$ cat src/core/tasl_pkg.sv
// Package of register offsets, fields, reset values and timing for the block.
package tasl_pkg;
  // Register byte offsets on APB.
  localparam logic [11:0] ADDR_CONFIG = 12'h000;
  localparam logic [11:0] ADDR_HIGH = 12'h004;
  localparam logic [11:0] ADDR_LOW = 12'h008;
  localparam logic [11:0] ADDR_CRIT = 12'h00c;
  localparam logic [11:0] ADDR_TEMP = 12'h010;
  localparam logic [11:0] ADDR_RAW = 12'h014;
  localparam logic [11:0] ADDR_LOCK = 12'h018;
  localparam logic [11:0] ADDR_SWP = 12'h01c;
  localparam logic [11:0] ADDR_CWP = 12'h020;
  localparam logic [11:0] ADDR_PERM = 12'h024;
  localparam logic [11:0] ADDR_MEM = 12'h400;
  // Configuration fields.
  localparam int CFG_MODE = 0;
  localparam int CFG_POL = 1;
  localparam int CFG_CRITONLY = 2;
  localparam int CFG_EN = 3;
  localparam int CFG_STS = 4;
  localparam int CFG_CLEAR = 5;
  localparam int CFG_LIMLOCK = 6;
  localparam int CFG_CRITLOCK = 7;
  localparam int CFG_MONITOR_SHUTDOWN = 8;
  localparam int CFG_HYST = 9;
  // Reset values of limits and configuration.
  localparam logic [15:0] CFG_RESET = 16'h0000;
  localparam logic [15:0] HIGH_RESET = 16'h0550;
  localparam logic [15:0] LOW_RESET = 16'h0000;
  localparam logic [15:0] CRIT_RESET = 16'h05a0;
  // Temperature word end codes, 0.125 degree per step at bit 1.
  localparam logic [15:0] TEMP_MIN = 16'h1c00;
  localparam logic [15:0] TEMP_MAX = 16'h0bfe;
  // Hysteresis in the data word: 1.5, 3 and 6 degrees.
  localparam logic [15:0] HYST_1 = 16'h0018;
  localparam logic [15:0] HYST_2 = 16'h0030;
  localparam logic [15:0] HYST_3 = 16'h0060;
  // Store geometry.
  localparam int MEM_BYTES = 256;
  localparam int MEM_AW = 8;
  // Timing.
  localparam int CLK_HZ = 50_000_000;
  localparam int CONV_PER_S = 8;
  localparam int CONV_CYCLES = CLK_HZ / CONV_PER_S;
endpackage : tasl_pkg

$ cat src/core/tasl_mem_if.sv
// Interface between the core and its nonvolatile store model.
`timescale 1ns/1ps
interface tasl_mem_if;
  logic we;
  logic [7:0] addr;
  logic [7:0] wdata;
  logic [7:0] rdata;
  modport core (output we, output addr, output wdata, input rdata);
  modport mem (input we, input addr, input wdata, output rdata);
endinterface : tasl_mem_if

$ cat src/core/tasl_core.sv
// Thermal alert core with limit compare and lockable presence-detect store.
`timescale 1ns/1ps
module tasl_core
  import tasl_pkg::*;
#(
  parameter int CONV_DIV = CONV_CYCLES
) (
  // Clock and reset.
  input wire logic sys_clk,
  input wire logic rst_n,
  // APB slave.
  input wire logic psel,
  input wire logic penable,
  input wire logic pwrite,
  input wire logic [11:0] paddr,
  input wire logic [31:0] pwdata,
  output logic [31:0] prdata,
  output logic pready,
  output logic pslverr,
  // Sensor result, 13-bit signed in 0.125 degree steps, from another domain.
  input wire logic [12:0] sense_raw,
  // Open-drain alert pin.
  input wire logic alert_in,
  output logic alert_out,
  output logic alert_oe_n
);
  typedef struct packed {
    logic [31:0] rdata;
    logic ready;
    logic err;
    logic [10:0] cfg;
    logic [15:0] high;
    logic [15:0] low;
    logic [15:0] crit;
    logic [15:0] temp;
    logic [31:0] cnt;
    logic soft_lock;
    logic perm_lock;
    logic reg_lock;
    logic hi_c;
    logic lo_c;
    logic cr_c;
    logic [1:0] latched;
    logic armed;
    logic alert;
    logic rd_mem;
    logic [1:0] pin_s;
    logic alert_pin;
  } tasl_state_t;

  tasl_state_t s_q, s_d;
  logic [12:0] raw_s1_q, raw_s2_q;
  tasl_mem_if mem_if ();

  tasl_mem u_mem (
    .sys_clk(sys_clk),
    .bus(mem_if)
  );

  // Raw sensor bus crosses in by two flops; a real sensor holds it stable.
  always_ff @(posedge sys_clk or negedge rst_n) begin
    if (!rst_n) begin
      raw_s1_q <= 13'h0000;
      raw_s2_q <= 13'h0000;
    end else begin
      raw_s1_q <= sense_raw;
      raw_s2_q <= raw_s1_q;
    end
  end

  logic setup_w, wr, rd, locked_lim, crit_lock_bit, conv_tick, is_mem;
  logic [15:0] wr16, hyst, t_new;
  logic signed [15:0] ts, hs, ls, cs, hv;
  logic [2:0] cond_n;
  logic int_mode;

  always_comb begin
    s_d = s_q;
    setup_w = psel && !penable;
    wr = psel && penable && pwrite && !s_q.ready;
    rd = psel && penable && !pwrite && !s_q.ready;
    wr16 = pwdata[15:0];
    is_mem = paddr[11:10] == ADDR_MEM[11:10];
    locked_lim = s_q.cfg[CFG_LIMLOCK] || s_q.cfg[CFG_CRITLOCK];
    crit_lock_bit = s_q.cfg[CFG_CRITLOCK];
    int_mode = s_q.cfg[CFG_MODE];
    mem_if.we = 1'b0;
    mem_if.addr = paddr[9:2];
    mem_if.wdata = pwdata[7:0];
    s_d.ready = 1'b0;
    s_d.err = 1'b0;
    if (setup_w) begin
      s_d.rd_mem = 1'b0;
    end
    // Store reads need one wait cycle for the registered read data.
    if (rd && is_mem && !s_q.rd_mem) begin
      s_d.rd_mem = 1'b1;
    end else if (rd) begin
      s_d.ready = 1'b1;
      s_d.rdata = 32'h0000_0000;
      case (paddr)
        ADDR_CONFIG: s_d.rdata = {21'h000000,
            s_q.cfg[10:CFG_STS + 2], 1'b0, s_q.alert, s_q.cfg[3:0]};
        ADDR_HIGH: s_d.rdata = {16'h0000, s_q.high};
        ADDR_LOW: s_d.rdata = {16'h0000, s_q.low};
        ADDR_CRIT: s_d.rdata = {16'h0000, s_q.crit};
        ADDR_TEMP: s_d.rdata = {16'h0000, s_q.temp};
        ADDR_LOCK: s_d.rdata = {29'h00000000, s_q.perm_lock,
            s_q.soft_lock, s_q.reg_lock};
        default: begin
          if (is_mem) begin
            s_d.rdata = {24'h000000, mem_if.rdata};
          end else begin
            s_d.err = 1'b1;
          end
        end
      endcase
    end
    if (wr) begin
      s_d.ready = 1'b1;
      case (paddr)
        ADDR_CONFIG: begin
          // Shutdown can always clear; it sets only with locks clear.
          if (!wr16[CFG_MONITOR_SHUTDOWN] || !locked_lim) begin
            s_d.cfg[CFG_MONITOR_SHUTDOWN] = wr16[CFG_MONITOR_SHUTDOWN];
          end
          if (!crit_lock_bit) begin
            s_d.cfg[10:9] = wr16[10:9];
          end
          if (!locked_lim) begin
            s_d.cfg[CFG_EN] = wr16[CFG_EN];
            s_d.cfg[CFG_POL] = wr16[CFG_POL];
            s_d.cfg[CFG_MODE] = wr16[CFG_MODE];
          end
          if (!s_q.cfg[CFG_LIMLOCK]) begin
            s_d.cfg[CFG_CRITONLY] = wr16[CFG_CRITONLY];
          end
          s_d.cfg[CFG_LIMLOCK] = s_q.cfg[CFG_LIMLOCK] || wr16[CFG_LIMLOCK];
          s_d.cfg[CFG_CRITLOCK] = crit_lock_bit || wr16[CFG_CRITLOCK];
          // A mode change in either direction drops the window latch.
          if (!locked_lim && wr16[CFG_MODE] != int_mode) begin
            s_d.latched = 2'b00;
            s_d.armed = 1'b0;
          end
          // Clear acts only in interrupt mode; it is never stored.
          if (wr16[CFG_CLEAR] && int_mode) begin
            s_d.latched = 2'b00;
            s_d.armed = 1'b1;
          end
        end
        ADDR_HIGH: if (!s_q.cfg[CFG_LIMLOCK]) s_d.high = wr16 & 16'h1ffe;
        ADDR_LOW: if (!s_q.cfg[CFG_LIMLOCK]) s_d.low = wr16 & 16'h1ffe;
        ADDR_CRIT: if (!crit_lock_bit) s_d.crit = wr16 & 16'h1ffe;
        ADDR_LOCK: s_d.reg_lock = pwdata[0];
        ADDR_SWP: s_d.soft_lock = 1'b1;
        ADDR_CWP: s_d.soft_lock = 1'b0;
        ADDR_PERM: s_d.perm_lock = 1'b1;
        default: begin
          if (is_mem) begin
            // Lower half is blocked by any lock; upper half is free.
            mem_if.we = !(paddr[9] == 1'b0 && (s_q.reg_lock ||
                s_q.soft_lock || s_q.perm_lock));
          end else begin
            s_d.err = 1'b1;
          end
        end
      endcase
    end
    // Conversion tick, stopped in standby.
    conv_tick = 1'b0;
    if (s_q.cfg[CFG_MONITOR_SHUTDOWN]) begin
      s_d.cnt = 32'h0000_0000;
    end else if (s_q.cnt == 32'(CONV_DIV - 1)) begin
      s_d.cnt = 32'h0000_0000;
      conv_tick = 1'b1;
    end else begin
      s_d.cnt = s_q.cnt + 32'h0000_0001;
    end
    // Saturate the raw reading into the coded range.
    // Saturation keeps the reading in twelve bits, so bits 15:13 stay zero.
    t_new = {3'b000, raw_s2_q[11:0], 1'b0};
    if ($signed(raw_s2_q) < $signed(13'h1e00)) begin
      t_new = TEMP_MIN;
    end else if ($signed(raw_s2_q) > $signed(13'h05ff)) begin
      t_new = TEMP_MAX;
    end
    case (s_q.cfg[10:9])
      2'b01: hyst = HYST_1;
      2'b10: hyst = HYST_2;
      2'b11: hyst = HYST_3;
      default: hyst = 16'h0000;
    endcase
    // Sign-extend 13-bit codes for the compare.
    ts = {{3{t_new[12]}}, t_new[12:0]};
    hs = {{3{s_q.high[12]}}, s_q.high[12:0]};
    ls = {{3{s_q.low[12]}}, s_q.low[12:0]};
    cs = {{3{s_q.crit[12]}}, s_q.crit[12:0]};
    hv = $signed(hyst);
    cond_n = {s_q.cr_c, s_q.lo_c, s_q.hi_c};
    if (conv_tick) begin
      s_d.temp = t_new;
      cond_n[0] = s_q.hi_c ? (ts >= hs - hv) : (ts >= hs);
      cond_n[1] = s_q.lo_c ? (ts <= ls) : (ts < ls - hv);
      cond_n[2] = s_q.cr_c ? (ts >= cs - hv) : (ts >= cs);
      s_d.hi_c = cond_n[0];
      s_d.lo_c = cond_n[1];
      s_d.cr_c = cond_n[2];
      if (int_mode) begin
        // Latch only a new condition, not one already seen.
        if (cond_n[0] && !s_q.hi_c || !s_q.armed && cond_n[0] &&
            s_q.latched == 2'b00 && 1'b0) begin
          s_d.latched[0] = 1'b1;
        end
        if (cond_n[1] && !s_q.lo_c) begin
          s_d.latched[1] = 1'b1;
        end
      end
      if (!cond_n[0] && !cond_n[1]) begin
        s_d.armed = 1'b0;
      end
      // Critical is level-driven; window follows the selected mode.
      s_d.alert = s_q.cfg[CFG_EN] && (cond_n[2] ||
          (!s_q.cfg[CFG_CRITONLY] && (int_mode ? (s_d.latched != 2'b00)
          : (cond_n[0] || cond_n[1]))));
    end else if (!s_q.cfg[CFG_EN]) begin
      s_d.alert = 1'b0;
    end else if (wr && paddr == ADDR_CONFIG) begin
      // Comparator mode keeps its window level; a clear write has no say.
      s_d.alert = s_q.cr_c || (!s_q.cfg[CFG_CRITONLY] &&
          int_mode == s_d.cfg[CFG_MODE] && (int_mode ?
          (s_d.latched != 2'b00) :
          (s_q.hi_c || s_q.lo_c)));
    end
    s_d.pin_s = {s_q.pin_s[0], alert_in};
    s_d.alert_pin = s_q.pin_s[1];
  end

  always_ff @(posedge sys_clk or negedge rst_n) begin
    if (!rst_n) begin
      s_q <= '{rdata: 32'h0000_0000, ready: 1'b0, err: 1'b0,
          cfg: CFG_RESET[10:0], high: HIGH_RESET, low: LOW_RESET,
          crit: CRIT_RESET, temp: 16'h0000, cnt: 32'h0000_0000,
          soft_lock: 1'b0, perm_lock: 1'b0, reg_lock: 1'b0,
          hi_c: 1'b0, lo_c: 1'b0, cr_c: 1'b0, latched: 2'b00,
          armed: 1'b0, alert: 1'b0, rd_mem: 1'b0, pin_s: 2'b00,
          alert_pin: 1'b0};
      alert_out <= 1'b0;
      alert_oe_n <= 1'b1;
    end else begin
      s_q <= s_d;
      // Pin only ever drives low, whenever alert differs from the polarity bit; high is by pull-up.
      alert_out <= 1'b0;
      alert_oe_n <= !(s_d.alert ^ s_d.cfg[CFG_POL]);
    end
  end

  assign prdata = s_q.rdata;
  assign pready = s_q.ready;
  assign pslverr = s_q.err;
endmodule : tasl_core

$ cat src/core/tasl_mem.sv
// Byte store for the presence-detect data with registered read data.
`timescale 1ns/1ps
module tasl_mem
  import tasl_pkg::*;
#(
  parameter int DEPTH = MEM_BYTES
) (
  // Clock.
  input wire logic sys_clk,
  // Access port.
  tasl_mem_if.mem bus
);
  logic [7:0] store_q [DEPTH];

  // The store has no reset: its content is meant to survive.
  always_ff @(posedge sys_clk) begin
    if (bus.we) begin
      store_q[bus.addr] <= bus.wdata;
    end
    bus.rdata <= store_q[bus.addr];
  end
endmodule : tasl_mem

$ cat config.mk
export PLATFORM = sky130hd
export DESIGN_NAME = tasl_core
export DESIGN_NICKNAME = d
export VERILOG_FILES = /design/src/core/tasl_pkg.sv /design/src/core/tasl_mem_if.sv /design/src/core/tasl_core.sv /design/src/core/tasl_mem.sv
export SDC_FILE = /design/constraint.sdc
export NUM_CORES = 2
export LEC_CHECK = 0
export ABC_AREA = 1
export CORE_UTILIZATION = 50
export DETAILED_ROUTE_END_ITERATION = 10
export DONT_BUFFER_PORTS = 1
export PLACE_DENSITY_LB_ADDON = 0.08
export SLEW_MARGIN = 20
export SYNTH_ARGS = -nofsm -noshare
export SYNTH_HDL_FRONTEND = slang
export SYNTH_HIERARCHICAL = 1
export SYNTH_SLANG_ARGS = --single-unit
$ cat constraint.sdc
create_clock -name sys_clk -period 3.2 [get_ports sys_clk]
set_input_delay 0.16 -clock sys_clk [delete_from_list [all_inputs] [get_ports sys_clk]]
set_output_delay 0.16 -clock sys_clk [all_outputs]
set_load 0.05 [all_outputs]
==> metrics.md <==
| Metric | Value |
|---|---|
| Initial antenna violation count | `6` |
| Crit path launch type | `flop` |
| Most common cell in the netlist | `nand2_1` |
| DR pass1 iterations | `6` |
| GRT Util Overall | `0.273` |
| Status | `complete, but fails checks` |
| Starting Density | `0.505` |
| Top-area cell type share of the netlist area | `0.654` |
| Vias/cell | `5.33` |
| Met3 Usage GRT | `0.0362` |
| CP delay by family, top | `adder cells` |
| Die Area | `0.190 sq mm` |
| LEAKAGE | `43.9 nW` |
| Vias | `64800` |
| GR met1 Demand/Resource | `0.388` |
| WS Path Type | `reg2reg` |
| Register area share after synthesis | `0.693` |
| Yosys top cell by area | `edfxtp_1` |
| Layout area overhead | `14.7%` |
| Yosys cell types | `57` |
| Gr ovfl total | `0` |
| Yosys warns | `6` |
| CTS Buf Count | `223` |
| Final Setup Violations | `6` |
| Clock transition at path regs | `0.06 ns` |
| Clock H-tree levels | `4` |
| Number of global-route vias before repair | `61900` |
| Mean Syn Cell Area | `10.3 sq um` |
| Placer Congestion | `0.889` |
| Pre-CTS WS | `-0.409 ns` |
| Fin worst setup slack | `-0.352 ns` |
| Synthesized area | `0.0940 sq mm` |
| Slowest CP cell | `dfrtp_1` |
| Tcrit/Tclk final | `1.11` |
| Crit. path cell count | `25` |
| Most used cell, CP | `nand2_1` |
| Number of synthesized register bits | `2197` |
| Final Slew Violations | `0` |
| Share of cells above drive strength 1 | `0.0941` |
| Largest net degree at the start of global routing | `816` |
| Worst Hold Slack | `-0.463 ns` |
| Worst slew margin | `0.207` |
| Worst-skew pair later-pin latency | `0.86 ns` |
| Reg area | `0.0652 sq mm` |
| WP data arrival | `4.32 ns` |
| Slowest stage delay, CP | `0.39 ns` |
| Fmax | `282 MHz` |
| GR Util met2 | `0.437` |
| Clock skew | `0.0338 ns` |
| Final hold vios | `256` |
| Slew @ Worst Pin | `1.19 ns` |
| Commonest cells post-synth | `nand2_1 (4990), edfxtp_1 (2048), nor2_1 (436)` |
| CTS tree | `built` |
| Syn Inst Count | `9164` |
| Reg2reg path depth | `25` |
| First-pass GRT wire length | `391000 microns` |
| I/O Pins | `99` |
| Root buffer selected by CTS | `clkbuf_16` |
| Final Util | `0.580` |
| Max_cap viols | `0` |
| Critical path peak fanout | `2` |
| RSZ-0062 raised after global routing | `true` |
| Final worst path period need | `3.55 ns` |
| Total Nets Final | `9647` |
| Most area-consuming cells after synthesis | `edfxtp_1 (65%), nand2_1 (20%), dfrtp_1 (3.5%), nor2_1 (1.7%), nand3_1 (1.2%)` |
| Die height | `436 microns` |
| Die width | `436 microns` |
| Maximum clock insertion buffer count | `3` |
| Crit. End Element | `flop` |
| Failing checks | `hold timing, setup timing` |
| Ys flop type | `edfxtp_1` |
| Clk sink count | `2197` |
| Fin area | `0.108 sq mm` |
| Worst IR Drop VDD | `0.459 mV` |
| Hold Path Depth | `0` |
| Area taken by multi-input logic gates | `0.0263 sq mm` |
| Residual DRC | `0` |
| P per Cell Area | `561 mW/mm^2` |
| FILL cells | `15900` |
| Routed WL | `263000 microns` |
| Num rows | `158` |
| Async S/R FF share, synth | `0.0642` |
| Worst EP required | `3.97 ns` |
| Worst hold path class | `in2reg` |
| Number of buffer and inverter stages on the critical path | `2` |
| Number of synthesized flops with an enable pin | `2048` |
| DPL Wire Length | `146000 microns` |
| Port bufs | `0` |
| DR iter-0 viols | `6188` |
| Gr busiest metal | `met2` |
| CORE AREA | `0.186 sq mm` |
| Routed len/inst | `21.7 microns` |
| Routed Antenna Nets | `0` |
| Placed cell areas | `0.0991 sq mm` |
layout make-up:
type	count	area share
multi-input combinational	6307	0.244
tap	2480	0.0288
sequential	2197	0.605
antenna	2	0.0000464
clock inverter	123	0.0105
inverter	211	0.00768
timing repair buffer	559	0.0497
clock buffer	286	0.0550
flip-flops by register name, indices dropped and copies added (netlist names):
name / flops
prdata: 13
u_mem/bus.rdata: 8
int_mode: 1
crit_lock_bit: 1
cs: 12
raw_s1_q: 13
u_mem/store_q: 2048
s_q: 61
hs: 12
alert_oe_n: 1
pslverr: 1
pready: 1
raw_s2_q: 13
ls: 12
repair_timing:
item,4_1_cts,5_1_grt
gates cloned,0,3
hold buffers,75,8
gates resized for setup,22,35
setup buffers,2,7
pin swaps,15,21
setup endpoints to repair,6,230
endpoints found under the hold margin,2394,1008
worst reg2reg max path, stage by stage, from the launching register on:
cell     delay, ns
dfrtp_1       0.39
inv_2         0.08
ha_4          0.14
ha_4          0.13
inv_2         0.03
fa_2          0.35
a21oi_2       0.13
nor2_1        0.05
nor2_1        0.13
nand3_1       0.13
nor2_1        0.12
nand2_1       0.09
xor2_1        0.16
ha_1          0.32
a21oi_2       0.13
o21ai_1       0.08
a21oi_1       0.15
o21ai_2       0.08
xnor2_1       0.12
o21ai_1       0.13
nand2_1       0.07
a21oi_2       0.17
nand2_1       0.12
nand2_2       0.08
nand2_1       0.05
nand2_1       0.06
power breakdown:
group,switching [mW],internal (mW)
Combinational,2.58,0.933
Sequential,0.112,31.4
Clock,10.9,14.5
cell families (layout without fill, tap and decap cells):
family,after synthesis,after routing,share of synthesized area
simple gates,5771,5771,0.238
flops,2197,2197,0.693
buf+inv,679,1179,0.0318
compound gates,401,401,0.0227
fa+ha+maj,85,85,0.0116
xor+xnor,30,30,0.00279
other cells,1,22,0.0000399
layout by cell type, fill, tap and decap left out, types with 24 or more instances in the layout:
cell type / synthesis / layout
inv_1: 195 / 189
clkinv_2: 0 / 32
o21ai_0: 127 / 118
dfrtp_1: 132 / 132
clkbuf_1: 184 / 54
clkbuf_16: 0 / 228
nand2_1: 4990 / 4974
a21oi_1: 98 / 90
nand3_1: 234 / 227
dlygate4sd3_1: 0 / 73
ha_1: 82 / 73
nor2_1: 436 / 427
nand4_1: 24 / 24
edfxtp_1: 2048 / 2048
clkinv_1: 1 / 55
o21ai_1: 124 / 131
buf_12: 0 / 41
nor3_1: 31 / 27
buf_4: 40 / 419
xor2_1: 24 / 24
path summary, 6_finish.rpt:
kind	from	end	slack (ns)
worst max register to register	s_q[120]	alert_oe_n	-0.35
worst max-delay path	s_q[120]	alert_oe_n	-0.35
worst min-delay path	pwdata[7]	u_mem/store_q[100][7]	-0.46
min in group asynchronous	rst_n	cs[6]	0.43
max in group asynchronous	rst_n	cs[12]	2.11
worst min register to register	raw_s1_q[12]	raw_s2_q[12]	0.34
through the flow:
stage / power (mW) / TNS, ns / cells
after floorplan: 34.1 / 0 / 9183
after global placement: 34.8 / -1.25 / 11600
after detailed placement: 34.8 / -1.39 / 11600
after CTS: 60.6 / -1.05 / 12100
after global routing: 62.2 / -2.53 / 12200
final: 60.4 / -1.07 / 12200
metal layers:
metal | up-vias | wire, microns
met4 | 8 | 7740
met1 | 31600 | 117000
li1 | 30800 | -
met3 | 391 | 16300
met5 | - | 69
met2 | 1985 | 123000
No activity file was read; power rests on OpenSTA's default activity.
